### src/hdl/ext_irq_pkg.sv
// constants, types and register layout for external interrupt conditioning
// assumes a single 100 MHz clock that is also the high-frequency clock
// Functional notes
// - software trap fires at once, top priority
// - trap opcode acts as no-op during NMI
// - void single-chip fetch returns FFH, address error
// - fetch from RAM, buffer, register area traps
// - five inputs, each through its noise filter
// - shared pin port when select 0, irq 1
// - select 0 blocks pin A latch setting
// - A and E falling only, 2/6 filter
// - B filter 15/48 or 63/192 by bit
// - C and D filter 7/24
// - clean edge latched within 49, 193, 25
// - D select: rise, fall, both, high level
// - B and C select: 0 rise, 1 fall
// - B filter time change within 64 cycles
// - D level needs rising edge after reset
// - port output changes may fake requests
// - maskable requests wait for master enable
package ext_irq_pkg;

    localparam int HIGH_FREQ_CLOCK_HZ = 100_000_000;

    // register offsets
    localparam logic [7:0] EXT_INT_CONTROL_ADDR = 8'h37;
    localparam logic [7:0] IRQ_PENDING_ADDR     = 8'h40;
    localparam logic [7:0] IRQ_CLEAR_ADDR       = 8'h41;
    localparam logic [7:0] IRQ_ENABLE_ADDR      = 8'h42;
    localparam logic [7:0] EXT_INT_CONTROL_RST  = 8'h00;
    localparam logic [7:0] CONTROL_RW_MASK      = 8'hF6;

    // field positions of ext_int_control
    localparam int FILT_B_TIME_BIT = 7;
    localparam int PIN_A_FUNC_BIT  = 6;
    localparam int EDGE_D_LSB      = 4;
    localparam int EDGE_C_BIT      = 2;
    localparam int EDGE_B_BIT      = 1;

    typedef struct packed {
        logic       filt_b_time_sel;
        logic       pin_a_func_sel;
        logic [1:0] edge_d_sel;
        logic       rsvd3;
        logic       edge_c_sel;
        logic       edge_b_sel;
        logic       rsvd0;
    } ctrl_type;

    typedef enum logic [1:0] {
        TRIG_RISE  = 2'b00,
        TRIG_FALL  = 2'b01,
        TRIG_BOTH  = 2'b10,
        TRIG_LEVEL = 2'b11
    } trig_type;

    // filter thresholds in stable high_freq_clock cycles
    localparam int          FILT_CNT_W   = 8;
    localparam logic [7:0]  FILT_THR_AE  = 8'h03;
    localparam logic [7:0]  FILT_THR_BS  = 8'h28;
    localparam logic [7:0]  FILT_THR_BL  = 8'hA0;
    localparam logic [7:0]  FILT_THR_CD  = 8'h12;

    // fixed areas of the address space
    localparam logic [15:0] SPECIAL_REG_LO = 16'h0000;
    localparam logic [15:0] SPECIAL_REG_HI = 16'h003F;
    localparam logic [15:0] EXT_BUF_LO     = 16'h1F70;
    localparam logic [15:0] EXT_BUF_HI     = 16'h1F7F;
    localparam logic [15:0] DATA_BUF_LO    = 16'h1F80;
    localparam logic [15:0] DATA_BUF_HI    = 16'h1FFF;

    localparam logic [7:0]  SOFT_TRAP_OPCODE = 8'hFF;
    localparam logic [7:0]  VOID_FETCH_BYTE  = 8'hFF;

    // accept identifiers, 0 is the software trap
    localparam logic [2:0]  ID_SOFT_TRAP = 3'h0;
    localparam logic [2:0]  ID_NONE      = 3'h7;

endpackage : ext_irq_pkg

### src/hdl/noise_filter.sv
// digital noise filter for one external interrupt pin
// assumes the pin is asynchronous; threshold may change at any time
`timescale 1ns/100ps
`default_nettype none
module noise_filter
    import ext_irq_pkg::*;
#(
    parameter int CNT_W = FILT_CNT_W
)
(
    input  wire logic             clk,
    input  wire logic             rst_n,
    input  wire logic             pin,
    input  wire logic [CNT_W-1:0] thr,
    output logic                  level,
    output logic                  settled
);

    logic             sync1;
    logic             sync2;
    logic             sync_prev;
    logic [CNT_W-1:0] cnt;
    logic [CNT_W-1:0] next_cnt;

    wire             stable  = sync2 == sync_prev;
    wire             differs = ~settled | (sync2 != level);
    wire [CNT_W-1:0] cnt_inc = cnt + {{(CNT_W-1){1'b0}}, 1'b1};
    // >= so a shorter threshold written mid-count takes hold at once
    wire             done    = differs & stable & (cnt_inc >= thr);

    always_comb
    begin
        next_cnt = cnt_inc;
        if (!stable || !differs || done)
            next_cnt = '0;
    end

    always_ff @(posedge clk)
    begin
        if (!rst_n)
        begin
            sync1     <= 1'b0;
            sync2     <= 1'b0;
            sync_prev <= 1'b0;
            cnt       <= '0;
            level     <= 1'b0;
            settled   <= 1'b0;
        end
        else
        begin
            sync1     <= pin;
            sync2     <= sync1;
            sync_prev <= sync2;
            cnt       <= next_cnt;
            if (done)
            begin
                level   <= sync2;
                settled <= 1'b1;
            end
        end
    end

endmodule : noise_filter
`default_nettype wire

### src/hdl/ext_irq_conditioning.sv
// external interrupt conditioning, software trap and fetch trapping
// assumes register port strobes are one cycle and never overlap;
// the cpu core reports fetches and executed opcodes by strobes
//
// The address-and-strobe port was decided locally.
`timescale 1ns/100ps
`default_nettype none
module ext_irq_conditioning
    import ext_irq_pkg::*;
#(
    parameter logic [15:0] ROM_LO = 16'hC000,
    parameter logic [15:0] ROM_HI = 16'hFFFF,
    parameter logic [15:0] RAM_LO = 16'h0040,
    parameter logic [15:0] RAM_HI = 16'h083F
)
(
    input  wire logic        MCLK,
    input  wire logic        RST_N,
    input  wire logic [7:0]  REG_ADDR,
    input  wire logic [7:0]  REG_WDATA,
    input  wire logic        REG_WR,
    input  wire logic        REG_RD,
    output logic      [7:0]  REG_RDATA,
    input  wire logic        EXT_IRQ_A,
    input  wire logic        EXT_IRQ_B,
    input  wire logic        EXT_IRQ_C,
    input  wire logic        EXT_IRQ_D,
    input  wire logic        EXT_IRQ_E,
    input  wire logic        PORT_BIT_DATA,
    input  wire logic        PORT_BIT_DIR,
    output logic             SHARED_PIN_O,
    output logic             SHARED_PIN_OE,
    output logic             SHARED_PORT_BIT_IN,
    input  wire logic        MASTER_IRQ_ENABLE,
    input  wire logic        NMI_ACTIVE,
    input  wire logic        EXEC_STROBE,
    input  wire logic [7:0]  EXEC_OPCODE,
    output logic             SOFT_TRAP_IRQ,
    output logic             EXEC_AS_NOP,
    output logic             ADDR_ERROR,
    input  wire logic        SINGLE_CHIP,
    input  wire logic        FETCH_STROBE,
    input  wire logic [15:0] FETCH_ADDR,
    input  wire logic [7:0]  FETCH_DATA_IN,
    output logic      [7:0]  FETCH_DATA,
    output logic             ADDR_TRAP_RESET,
    output logic      [4:0]  IRQ_PENDING,
    output logic             IRQ_ACCEPT_VALID,
    output logic      [2:0]  IRQ_ACCEPT_ID
);

    function automatic logic in_range(input logic [15:0] a,
                                      input logic [15:0] lo,
                                      input logic [15:0] hi);
        in_range = (a >= lo) && (a <= hi);
    endfunction : in_range

    // lowest index wins; index 0 is pin A
    function automatic logic [2:0] first_set(input logic [4:0] v);
        first_set = ID_NONE;
        for (int i = 4; i >= 0; i--)
            if (v[i])
                first_set = 3'(i + 1);
    endfunction : first_set

    function automatic logic edge_hit(input logic rise,
                                      input logic fall,
                                      input logic sel_fall);
        edge_hit = sel_fall ? fall : rise;
    endfunction : edge_hit

    ctrl_type    ctrl;
    logic [4:0]  enable;
    logic [4:0]  pending;
    logic [4:0]  level_prev;
    logic [4:0]  settled_prev;
    logic        d_armed;
    logic        void_fetch;
    logic [7:0]  rdata;

    logic [4:0]  level;
    logic [4:0]  settled;
    logic [4:0]  pins;
    logic [FILT_CNT_W-1:0] thr [5];

    assign pins = {EXT_IRQ_E, EXT_IRQ_D, EXT_IRQ_C, EXT_IRQ_B, EXT_IRQ_A};

    assign thr[0] = FILT_THR_AE;
    assign thr[4] = FILT_THR_AE;
    assign thr[1] = ctrl.filt_b_time_sel ? FILT_THR_BS : FILT_THR_BL;
    assign thr[2] = FILT_THR_CD;
    assign thr[3] = FILT_THR_CD;

    genvar g;
    generate
        for (g = 0; g < 5; g++)
        begin : gen_filt
            noise_filter #(
                .CNT_W   (FILT_CNT_W)
            ) u_filt (
                .clk     (MCLK),
                .rst_n   (RST_N),
                .pin     (pins[g]),
                .thr     (thr[g]),
                .level   (level[g]),
                .settled (settled[g])
            );
        end
    endgenerate

    // edges only count once both samples were filtered values
    wire [4:0] valid_pair = settled & settled_prev;
    wire [4:0] rise       = valid_pair & level & ~level_prev;
    wire [4:0] fall       = valid_pair & ~level & level_prev;
    wire [1:0] d_mode     = ctrl.edge_d_sel;

    wire req_a = fall[0] & ctrl.pin_a_func_sel;
    wire req_b = edge_hit(rise[1], fall[1], ctrl.edge_b_sel);
    wire req_c = edge_hit(rise[2], fall[2], ctrl.edge_c_sel);
    wire req_e = fall[4];

    logic req_d;
    always_comb
    begin
        unique case (trig_type'(d_mode))
            TRIG_RISE:  req_d = rise[3];
            TRIG_FALL:  req_d = fall[3];
            TRIG_BOTH:  req_d = rise[3] | fall[3];
            TRIG_LEVEL: req_d = level[3] & d_armed & settled[3];
        endcase
    end

    wire [4:0] req = {req_e, req_d, req_c, req_b, req_a};

    // register port decode
    wire sel_ctrl = REG_ADDR == EXT_INT_CONTROL_ADDR;
    wire sel_pend = REG_ADDR == IRQ_PENDING_ADDR;
    wire sel_clr  = REG_ADDR == IRQ_CLEAR_ADDR;
    wire sel_en   = REG_ADDR == IRQ_ENABLE_ADDR;
    wire wr_ctrl  = REG_WR & sel_ctrl;
    wire wr_clr   = REG_WR & sel_clr;
    wire wr_en    = REG_WR & sel_en;

    wire [4:0] clr_mask = wr_clr ? REG_WDATA[4:0] : 5'h00;
    // set wins over a clear in the same cycle
    wire [4:0] next_pending = req | (pending & ~clr_mask);

    // reserved control bits read as zero
    wire [7:0] ctrl_rd = ctrl & CONTROL_RW_MASK;
    wire [7:0] next_rdata =
        sel_ctrl ? ctrl_rd :
        sel_pend ? {3'h0, pending} :
        sel_clr  ? {3'h0, level} :
        sel_en   ? {3'h0, enable} : 8'h00;

    wire [7:0] ctrl_wr = REG_WDATA & CONTROL_RW_MASK;

    assign SHARED_PIN_O  = PORT_BIT_DATA;
    assign SHARED_PIN_OE = PORT_BIT_DIR & ~ctrl.pin_a_func_sel;

    wire [4:0] maskable = pending & enable & {5{MASTER_IRQ_ENABLE}};

    wire trap_op   = EXEC_STROBE & (EXEC_OPCODE == SOFT_TRAP_OPCODE);
    wire trap_fire = trap_op & ~NMI_ACTIVE;

    wire known =
        in_range(FETCH_ADDR, ROM_LO, ROM_HI) |
        in_range(FETCH_ADDR, RAM_LO, RAM_HI) |
        in_range(FETCH_ADDR, SPECIAL_REG_LO, SPECIAL_REG_HI) |
        in_range(FETCH_ADDR, EXT_BUF_LO, EXT_BUF_HI) |
        in_range(FETCH_ADDR, DATA_BUF_LO, DATA_BUF_HI);
    wire fetch_void = FETCH_STROBE & SINGLE_CHIP & ~known;

    wire fetch_trap = FETCH_STROBE & (
        in_range(FETCH_ADDR, RAM_LO, RAM_HI) |
        in_range(FETCH_ADDR, DATA_BUF_LO, DATA_BUF_HI) |
        in_range(FETCH_ADDR, SPECIAL_REG_LO, SPECIAL_REG_HI));

    wire [7:0] next_fetch =
        fetch_void ? VOID_FETCH_BYTE : FETCH_DATA_IN;

    // remembers that the byte under execution came from nowhere
    wire next_void = FETCH_STROBE ? fetch_void : void_fetch;

    always_ff @(posedge MCLK)
    begin
        if (!RST_N)
        begin
            ctrl <= ctrl_type'(EXT_INT_CONTROL_RST);
            enable <= 5'h00;
        end
        else
        begin
            if (wr_ctrl)
                ctrl <= ctrl_type'(ctrl_wr);
            if (wr_en)
                enable <= REG_WDATA[4:0];
        end
    end

    // latches hold until software writes them off at the clear address
    always_ff @(posedge MCLK)
    begin
        if (!RST_N)
            pending <= 5'h00;
        else
            pending <= next_pending;
    end

    // captured only on a read, so a late look still sees the last answer
    always_ff @(posedge MCLK)
    begin
        if (!RST_N)
            rdata <= 8'h00;
        else if (REG_RD)
            rdata <= next_rdata;
    end

    always_ff @(posedge MCLK)
    begin
        if (!RST_N)
        begin
            level_prev <= 5'h00;
            settled_prev <= 5'h00;
            d_armed <= 1'b0;
        end
        else
        begin
            level_prev <= level;
            settled_prev <= settled;
            // only a reset disarms, so later falls keep level mode live
            if (rise[3])
                d_armed <= 1'b1;
        end
    end

    // trap and its no-op twin are exclusive: NMI_ACTIVE picks one
    always_ff @(posedge MCLK)
    begin
        if (!RST_N)
        begin
            SOFT_TRAP_IRQ <= 1'b0;
            EXEC_AS_NOP <= 1'b0;
            ADDR_ERROR <= 1'b0;
        end
        else
        begin
            SOFT_TRAP_IRQ <= trap_fire;
            EXEC_AS_NOP <= trap_op & NMI_ACTIVE;
            ADDR_ERROR <= trap_fire & void_fetch;
        end
    end

    // fetch data holds between strobes for a core that reads it late
    always_ff @(posedge MCLK)
    begin
        if (!RST_N)
        begin
            void_fetch <= 1'b0;
            FETCH_DATA <= 8'h00;
            ADDR_TRAP_RESET <= 1'b0;
        end
        else
        begin
            void_fetch <= next_void;
            if (FETCH_STROBE)
                FETCH_DATA <= next_fetch;
            ADDR_TRAP_RESET <= fetch_trap;
        end
    end

    // the port read path stays live whichever function the pin has
    always_ff @(posedge MCLK)
    begin
        if (!RST_N)
            SHARED_PORT_BIT_IN <= 1'b0;
        else
            SHARED_PORT_BIT_IN <= EXT_IRQ_A;
    end

    assign REG_RDATA = rdata;
    assign IRQ_PENDING = pending;

    assign IRQ_ACCEPT_VALID = SOFT_TRAP_IRQ | (|maskable);
    assign IRQ_ACCEPT_ID = SOFT_TRAP_IRQ ? ID_SOFT_TRAP :
                           first_set(maskable);

endmodule : ext_irq_conditioning
`default_nettype wire

### config.mk
export PLATFORM = sky130hd
export DESIGN_NAME = ext_irq_conditioning
export DESIGN_NICKNAME = d
export VERILOG_FILES = /design/src/hdl/ext_irq_pkg.sv /design/src/hdl/noise_filter.sv /design/src/hdl/ext_irq_conditioning.sv
export SDC_FILE = /design/constraint.sdc
export NUM_CORES = 1
export LEC_CHECK = 0
export BUFFER_PORTS_ARGS = -buffer_cell sky130_fd_sc_hd__clkbuf_2
export CORE_MARGIN = 5
export CORE_UTILIZATION = 60
export DETAILED_ROUTE_END_ITERATION = 12
export PLACE_DENSITY = 0.95
export SYNTH_ARGS = -nofsm -noshare
export SYNTH_HDL_FRONTEND = slang
export SYNTH_HIERARCHICAL = 1
export SYNTH_SLANG_ARGS = --single-unit
### constraint.sdc
create_clock -name MCLK -period 3.9 [get_ports MCLK]
set_input_delay 0.78 -clock MCLK [delete_from_list [all_inputs] [get_ports MCLK]]
set_output_delay 0.78 -clock MCLK [all_outputs]
set_load 0.01 [all_outputs]
==> metrics, run 1 <==
critical path's slowest cell=dfxtp_1; RSZ-0062 raised after global routing=false; WP buf/inv=1; Simple-Gate Fraction of Synth Area=between 20% and 30%; number of buffers created by CTS=17; Slew Viols, Final=0; worst-path fanout max=4; Crit path max-delay family=compound AO/OA/AOI/OAI gates; Seq/Total Area, Yosys=around two fifths; multi-input logic area=roughly 0.0032 mm²; DRC=0; synth warn=6; Post-Synth XOR/XNOR Area=under 10%; Num Clock Sinks=between 100 and 150; PwrDens=approximately 450 mW/mm²; Layout Utilization=75.3%; # rows=35; n_diodes=0; Worst-Skew Late Latency=between 500 and 600 ps; Final TNS setup=0 ps; Slew HR=between 40 and 50%; gpl congestion=roughly 0.84; minimum clock period=about 2500 ps; Critical Path Stages=5; core area=between 0.009 and 0.01 mm²; dpl ws=~1500 ps; clk slew on worst S/H paths=roughly 50 ps; register area=0.00228 mm²; Synth Area in Adders=10.1%; fillers=~560; Post-synth EDFFs=0; largest cells by area after synthesis=dfxtp_1, ha_1, nor2b_1; Post-CTS Resized=0; post-cts hold buffer count=0; Final setup viols=0; Root Driver=clkbuf_8; Total GRT Usage=24.7%; worst r2r path cells=10; die area=around 0.011 mm²; WL final=13500 µm; detailed-router iteration count before antenna repair=5; Area Growth Syn to Fin=23.0%; Mapped Area=roughly 0.0056 mm²; leak pwr=0.00318 µW; CP Capture Type=output port; share of cells above drive strength 1=a little under a fifth; io pins=96; Worst EP required=approximately 3100 ps; ys async rst share=0%; Die X=about 110 µm; Distinct cells, synth=between 40 and 50; Synth top area share=roughly two fifths; H-tree depth=4; Peak supply drop=0.000271 V; hold path depth=1; CP max stage delay=roughly 340 ps; Iter 0 DRT Violations=approximately 270; first-pass GRT wire length=between 20000 and 25000 µm; largest family of logic cells by synthesized area=simple AND/OR/NAND/NOR gates; status=finished clean; Detail Route Antenna Nets=0; CTS tree=done; Synth Area in Compound Gates=12.3%; Final Hold Fails=0; WP data arrival=between 1500 and 2000 ps; max-cap violations=0; Avg Cell Area, Syn=9.21 µm²; flops & latches, synth=around 110; Avg Vias per Cell=about 5.5; Die Ht=about 110 µm; nets@finish=~850; Clock Skews=a little over 7 ps; GRT overflow=0; clock buffer depth=2; largest net degree at the start of global routing=between 40 and 50; crit path kind=flop to output port; vias in the first global route=a little over 5000; DR WL/cell=about 16 µm; Setup Fix Bufs, Post-CTS=0; PortBufs=between 80 and 90; CP startpoint kind=flop; crit-path cells=nand2_1 > a21oi_1 > a311oi_1 > o21ai_0 > clkbuf_2; starting density of the core=about three fifths; mux cell area share after synthesis=around 3.8%; DP HPWL=between 8000 and 9000 µm; share of the clock period used by the worst path=a little under two thirds; most common flop cell mapped by yosys=dfxtp_1; post-synth top area cell=dfxtp_1; Hold WC Path Type=flop to flop; via count=between 4000 and 5000; initial antenna violation count=0; Fmax achieved=roughly 0.40 GHz; Post-Synthesis Cells=~610; slew at the pin closest to its max-slew limit=between 800 and 900 ps; Final Worst Setup Slack=around 1400 ps
## worst reg2reg max path, delay by kind of cell, from the launching register on
family | cells | cell delay [ps]
DFF | 1 | 390
and+or+nand+nor | 5 | 880
adders and majority gates | 1 | 290
xor gates and xnor gates | 1 | 230
AOI/OAI and AO/OA | 3 | 490
## final timing paths
| check | slack (ps) | start | end |
|---|---|---|---|
| min | 440 | gen_filt[4].u_filt/sync1 | gen_filt[4].u_filt/sync2 |
| max | 1410 | IRQ_PENDING[1] | IRQ_ACCEPT_VALID |
| min reg2reg | 440 | gen_filt[4].u_filt/sync1 | gen_filt[4].u_filt/sync2 |
| max reg2reg | 1550 | gen_filt[0].u_filt/cnt[0] | gen_filt[0].u_filt/cnt[5] |
## cell families after synthesis
| group | after synthesis |
|---|---|
| AO/OA/AOI/OAI | 109 |
| XOR/XNOR | 40 |
| adder cells (fa/ha/maj) | 45 |
| buffers and inverters | 60 |
| flip-flops | 114 |
| multiplexers | 21 |
| other | 2 |
| AND/OR/NAND/NOR | 217 |
## cells in the mapped netlist, types with 2 or more instances
master,n
o21a_1,11
a31oi_2,5
a31oi_1,2
a21oi_1,40
nor3b_1,2
clkbuf_1,7
conb_1,2
and4b_1,3
nor2b_1,48
nor2_1,29
a2111o_1,5
nand2b_1,14
or3b_2,2
mux2i_1,21
nor4_4,2
o21ai_0,29
dfxtp_1,114
xnor2_1,20
ha_1,45
nand3_1,24
a22oi_1,4
o22ai_1,2
nand2_1,46
a21boi_0,9
xor2_1,20
and2_1,24
nand3b_1,4
nor4_1,3
inv_1,50
nand4_1,3
nand3_2,5
## per-stage QoR
stage          power (µW)  instances  hold WS, ps  instance area [µm²]
6_report             3070        867          436                 6890
3_5_place_dp         1470        835          420                 6280
4_1_cts              3080        867          436                 6890
2_1_floorplan        1380        644          412                 5740
5_1_grt              3190        867          451                 6890
3_3_place_gp         1450        835          416                 6280
## per-layer routing
layer	vias to the layer above	GRT usage (%)	share of wire [%]
li1	2304	-	-
met1	2275	25.3	39
met2	161	46.4	54
met3	33	7.77	5.5
met4	0	9.50	2.1
met5	-	0	0
## state kept, by name (all words and copies together), names as in the netlist
name                       flops
d_mode                         2
gen_filt.u_filt/sync_prev      5
SHARED_PORT_BIT_IN             1
gen_filt.u_filt/sync2          5
ctrl                           4
ADDR_TRAP_RESET                1
d_armed                        1
gen_filt.u_filt/level          5
SOFT_TRAP_IRQ                  1
gen_filt.u_filt/cnt           40
settled_prev                   5
EXEC_AS_NOP                    1
ADDR_ERROR                     1
REG_RDATA                      8
gen_filt.u_filt/settled        5
gen_filt.u_filt/sync1          5
level_prev                     5
void_fetch                     1
enable                         5
FETCH_DATA                     8
IRQ_PENDING                    5
## layout make-up
| class | count | area share, % |
|---|---|---|
| multi-input combinational | 470 | 46.7 |
| tap | 111 | 2.02 |
| timing repair buffer | 90 | 6.57 |
| inverter | 50 | 2.72 |
| clock buffer | 20 | 6.17 |
| clock inverter | 12 | 2.72 |
| sequential | 114 | 33.1 |
## power by group
part	leakage, µW	internal (µW)	switching [µW]	total, µW
clock	0.000302	1090	524	1620
combinational	0.00195	104	136	240
sequential	0.000926	1200	21.0	1220
## placed cells by master, fill, tap and decap left out, types with 6 or more instances in the layout
| cell type | Yosys | routed |
|---|---|---|
| xor2_1 | 20 | 20 |
| dfxtp_1 | 114 | 114 |
| ha_1 | 45 | 45 |
| xnor2_1 | 20 | 20 |
| o21ai_0 | 29 | 29 |
| conb_1 | 2 | 38 |
| o21a_1 | 11 | 11 |
| inv_1 | 50 | 50 |
| a21boi_0 | 9 | 9 |
| and2_1 | 24 | 24 |
| nor2_1 | 29 | 29 |
| clkbuf_16 | 0 | 16 |
| nand2b_1 | 14 | 14 |
| nor2b_1 | 48 | 48 |
| a21oi_1 | 40 | 40 |
| clkinv_2 | 0 | 6 |
| nand3_1 | 24 | 24 |
| nand2_1 | 46 | 46 |
| clkbuf_2 | 0 | 89 |
| mux2i_1 | 21 | 21 |
No activity file was read; power rests on OpenSTA's default activity.
==> inputs of run 2 (changes only) <==
--- a/config.mk
+++ b/config.mk
@@ -7,9 +7,9 @@
 export LEC_CHECK = 0
 export BUFFER_PORTS_ARGS = -buffer_cell sky130_fd_sc_hd__clkbuf_2
 export CORE_MARGIN = 5
-export CORE_UTILIZATION = 60
+export CORE_UTILIZATION = 56
 export DETAILED_ROUTE_END_ITERATION = 12
-export PLACE_DENSITY = 0.95
+export PLACE_DENSITY = 0.91
 export SYNTH_ARGS = -nofsm -noshare
 export SYNTH_HDL_FRONTEND = slang
 export SYNTH_HIERARCHICAL = 1
==> constraint.sdc (replaced) <==
create_clock -name MCLK -period 2.55 [get_ports MCLK]
set_input_delay 0.51 -clock MCLK [delete_from_list [all_inputs] [get_ports MCLK]]
set_output_delay 0.51 -clock MCLK [all_outputs]
set_load 0.01 [all_outputs]
==> metrics, run 2 (synthesis results as in run 1) <==
status=finished clean; gpl congestion=approximately 0.86; WP buf/inv=0; die area=around 0.012 mm²; Avg Vias per Cell=5.21; hold path depth=2; Clk pwr share=between 50 and 60%; CTS tree=done; final instance area=0.00692 mm²; commonest non-fill, non-tap cell in the layout=dfxtp_1; Num Clock Sinks=about 110; Tot Pwr=4520 µW; via count=between 4000 and 5000; DRC=0; critical path's slowest cell=dfxtp_1; Slew HR=about 37%; Iter 0 DRT Violations=between 200 and 300; share of the clock period used by the worst path=a little over nine tenths; Slew Viols, Final=0; Crit path max-delay family=simple AND/OR/NAND/NOR gates; switching share of power=between 20% and 30%; clk slew on worst S/H paths=about 60 ps; Largest Register=gen_filt.u_filt/cnt; nets@finish=~850; Clock Skews=approximately 7 ps; worst-path fanout max=8; most frequent cells in the layout=dfxtp_1, clkbuf_2, inv_1; PwrDens=653 mW/mm²; critical hold path startpoint=NMI_ACTIVE; reg2reg start=gen_filt[2].u_filt/cnt[0]; Detail Route Antenna Nets=0; WL final=roughly 13000 µm; Psw=about 1100 µW; crit path kind=flop to flop; CP max stage delay=~380 ps; minimum clock period=around 2400 ps; detailed-router iteration count before antenna repair=5; n_diodes=0; DR WL/cell=14.9 µm; dpl cell area=0.00632 mm²; share of cells above drive strength 1=18.8%; CP startpoint kind=flop; starting density of the core=between 50% and 60%; GRT overflow=0; Worst Hold End=SOFT_TRAP_IRQ; max-cap violations=0; PortBufs=89; Setup Fix Bufs, Post-CTS=0; Worst EP required=roughly 3000 ps; crit-path cells=nand3_1 > nor2_1 > nand3_1 > xnor2_2 > ha_1 > a21oi_1 > o21ai_0 > a31oi_2 > nand3_4 > nor2b_1; Hold WC Path Type=input pin to flop; Final Hold Fails=0; Area Growth Syn to Fin=23.5%; CP Capture Type=flop; vias in the first global route=just under 5000; Total GRT Usage=22.7%; DP HPWL=~8700 µm; Die X=around 110 µm; internal power=~3400 µW; R2R setup slack=~150 ps; Peak supply drop=between 0.0004 and 0.0005 V; clock buffer depth=2; Crit Reg-Reg Endpoint=gen_filt[2].u_filt/cnt[4]; Fmax achieved=roughly 0.42 GHz; number of buffers created by CTS=17; sequential share of power=between 40% and 50%; worst r2r path cells=10; Die Ht=between 100 and 150 µm; slew at the pin closest to its max-slew limit=between 900 and 1000 ps; max reg flops=40; Root Driver=clkbuf_8; combinational share of power=between 8 and 9%; Worst-Skew Late Latency=between 500 and 600 ps; most used cell, CP=nand3_1; leak pwr=about 0.0032 µW; H-tree depth=4; io pins=96; core area=between 0.009 and 0.01 mm²; WP data arrival=approximately 2800 ps; # rows=36; initial antenna violation count=0; Final setup viols=0; largest net degree at the start of global routing=40; first-pass GRT wire length=between 20000 and 25000 µm
[run 2: cell count changes in the layout (fill, tap and decap cells not counted), sizes merged]
cell	previous run	this run
bufinv	5	2
clkinvlp	1	3
buf	1	2
inv	50	51
[run 2: what timing repair did]
| item | 4_1_cts | 5_1_grt |
|---|---|---|
| setup endpoints to repair | 0 | 7 |
| hold buffers | 0 | 0 |
| gates resized for setup | 0 | 2 |
| endpoints found under the hold margin | 0 | 0 |
[run 2: power groups by stage]
stage          registers (µW)  clock network (µW)  logic [µW]
6_report                 1860                2290         368
5_1_grt                  1860                2400         417
4_1_cts                  1860                2310         359
3_5_place_dp             1900                   0         348
3_3_place_gp             1890                   0         330
2_1_floorplan            1900                   0         223
[run 2: metrics by stage]
step                      std cells  hold slack (ps)  setup slack [ps]  TNS [ps]  util [%]
final                           890              185               153         0      70.8
after global routing            890              191             -1.12     -1.12      70.8
after CTS                       890              172              80.0         0      70.6
after detailed placement        858              422               309         0      64.7
after global placement          858              419               486         0      64.7
after floorplan                 644              412               660         0         -
[run 2: how the worst max path moves through the flow]
stage / from / slack [ps] / to / cells after the start
final: gen_filt[2].u_filt/cnt[0] / 150 / gen_filt[2].u_filt/cnt[4] / 10
after global routing: gen_filt[2].u_filt/cnt[0] / -1 / gen_filt[2].u_filt/cnt[4] / 10
after floorplan: gen_filt[1].u_filt/cnt[0] / 660 / gen_filt[1].u_filt/settled / 10
after CTS: gen_filt[2].u_filt/cnt[0] / 80 / gen_filt[2].u_filt/cnt[4] / 10
after detailed placement: gen_filt[1].u_filt/cnt[0] / 310 / gen_filt[1].u_filt/cnt[7] / 10
after global placement: gen_filt[2].u_filt/cnt[0] / 490 / gen_filt[2].u_filt/cnt[4] / 10
[run 2: area by class of cell]
cell class,count,area [µm²]
Clock buffer,20,445
Clock inverter,12,133
Fill cell,660,2860
Inverter,50,188
Multi-Input combinational cell,470,3230
Sequential cell,114,2280
Tap cell,133,166
Timing Repair Buffer,91,473
[run 2: routing by layer]
layer  GRT usage (%)  vias to the layer above  wire, µm
met5               0                        -         0
met4            11.4                        0       425
met3            5.01                       42       647
met2            42.7                      130      7030
met1            23.4                     2160      5130
li1                -                     2308         -
==> inputs of run 3 (changes only) <==
==> constraint.sdc (replaced) <==
create_clock -name MCLK -period 2.6 [get_ports MCLK]
set_input_delay 0.52 -clock MCLK [delete_from_list [all_inputs] [get_ports MCLK]]
set_output_delay 0.52 -clock MCLK [all_outputs]
set_load 0.01 [all_outputs]
==> metrics, run 3 (synthesis results as in run 1) <==
number of buffers created by CTS=17; via count=4767; max reg flops=40; clk slew on worst S/H paths=60 ps; CP Capture Type=flop; sequential share of power=between 40% and 50%; detailed-router iteration count before antenna repair=6; Fmax achieved=roughly 0.42 GHz; Hold WC Path Type=input pin to flop; Area Growth Syn to Fin=22.7%; Psw=roughly 1100 µW; worst r2r path cells=10; fin cells=approximately 890; DR WL/cell=around 15 µm; leak pwr=between 0.003 and 0.004 µW; Die X=~110 µm; slew at the pin closest to its max-slew limit=roughly 830 ps; share of the clock period used by the worst path=91.7%; Clock Skews=9.74 ps; GRT overflow=0; Detail Route Antenna Nets=0; vias in the first global route=roughly 5000; RSZ-0062 raised after global routing=false; Final TNS setup=0 ps; nets@finish=roughly 850; n_diodes=0; CTS tree=done; Peak supply drop=0.000402 V; Worst EP required=around 3000 ps; minimum clock period=~2400 ps; status=finished clean; max-cap violations=0; Post-CTS Resized=0; Avg Vias per Cell=~5.4; initial antenna violation count=0; gpl congestion=0.847; hold path depth=2; Worst Setup EP=gen_filt[4].u_filt/cnt[6]; CP startpoint kind=flop; internal power=around 3300 µW; Critical path origin=gen_filt[4].u_filt/cnt[0]; Die Ht=~110 µm; Crit Reg-Reg Endpoint=gen_filt[4].u_filt/cnt[6]; switching share of power=about a quarter; R2R setup slack=220 ps; Setup Fix Bufs, Post-CTS=0; die area=~0.012 mm²; cell count after placement=roughly 860; crit path kind=flop to flop; DP HPWL=about 9000 µm; Slew Viols, Final=0; largest net degree at the start of global routing=76; Worst-Skew Late Latency=510 ps; share of cells above drive strength 1=about a fifth; io pins=96; Total GRT Usage=a little under a quarter; H-tree depth=4; commonest non-fill, non-tap cell in the layout=dfxtp_1; # rows=36; core area=0.00977 mm²; Largest Register=gen_filt.u_filt/cnt; DRC=0; clock buffer depth=2; Final Hold Fails=0; PwrDens=about 630 mW/mm²; WP data arrival=2820 ps; Iter 0 DRT Violations=between 200 and 250; WL final=approximately 13000 µm; combinational share of power=just over 8%; first-pass GRT wire length=~22000 µm; most frequent cells in the layout=dfxtp_1, clkbuf_2, inv_1; reg2reg start=gen_filt[4].u_filt/cnt[0]; Final setup viols=0; Num Clock Sinks=114; starting density of the core=between 50% and 60%; worst-path fanout max=8; PortBufs=89; post-cts hold buffer count=0; Root Driver=clkbuf_8; Slew HR=44.7%; Clk pwr share=around half
==> run 3: worst min path at each step <==
stage,start,to,slack [ps]
after CTS,EXT_IRQ_D,gen_filt[3].u_filt/sync1,210
final,EXT_IRQ_D,gen_filt[3].u_filt/sync1,220
after global routing,EXT_IRQ_D,gen_filt[3].u_filt/sync1,210
after floorplan,gen_filt[0].u_filt/sync1,gen_filt[0].u_filt/sync2,410
after detailed placement,gen_filt[4].u_filt/sync1,gen_filt[4].u_filt/sync2,420
after global placement,gen_filt[1].u_filt/sync1,gen_filt[1].u_filt/sync2,420
==> run 3: area by class of cell <==
type	instances	area, µm²
Multi-Input combinational cell	470	3220
Fill cell	668	2900
Sequential cell	114	2280
Timing Repair Buffer	90	465
Clock buffer	19	442
Inverter	50	188
Tap cell	133	166
Clock inverter	13	111
==> run 3: through the flow <==
step | instance area, µm² | setup slack (ps) | power (µW) | utilization (%) | hold slack, ps
finish | 6870 | 216 | 4320 | 70.3 | 222
global route | 6870 | 65.9 | 4490 | 70.3 | 211
CTS | 6870 | 230 | 4340 | 70.3 | 206
detailed placement | 6320 | 371 | 2210 | 64.6 | 417
global placement | 6320 | 524 | 2180 | 64.6 | 416
floorplan | 5740 | 710 | 2080 | - | 412
==> run 3: critical path, cell delays in order (launching register included) <==
cell and delay, ps:
dfxtp_1 380, nand3_1 150, nor2_1 220, nand3_1 140
xnor2_1 220, ha_1 280, a21oi_1 180, o21ai_0 150
a31oi_2 210, nand3_2 210, nor2b_1 180
==> run 3: power groups by stage <==
stage               sequential, µW  combinational [µW]  clock, µW
detailed placement            1860                 346          0
global route                  1830                 403       2260
floorplan                     1860                 218          0
global placement              1860                 323          0
finish                        1820                 360       2140
CTS                           1820                 355       2160
==> run 3: routing by layer <==
metal	part of all wire, %	global-route usage (%)	vias to the layer above	routed length (µm)
met5	0	0	-	0
met4	3.1	12.6	0	418
met3	5.2	5.42	46	690
met2	54	43.3	161	7220
met1	38	23.0	2261	5040
li1	-	-	2299	-
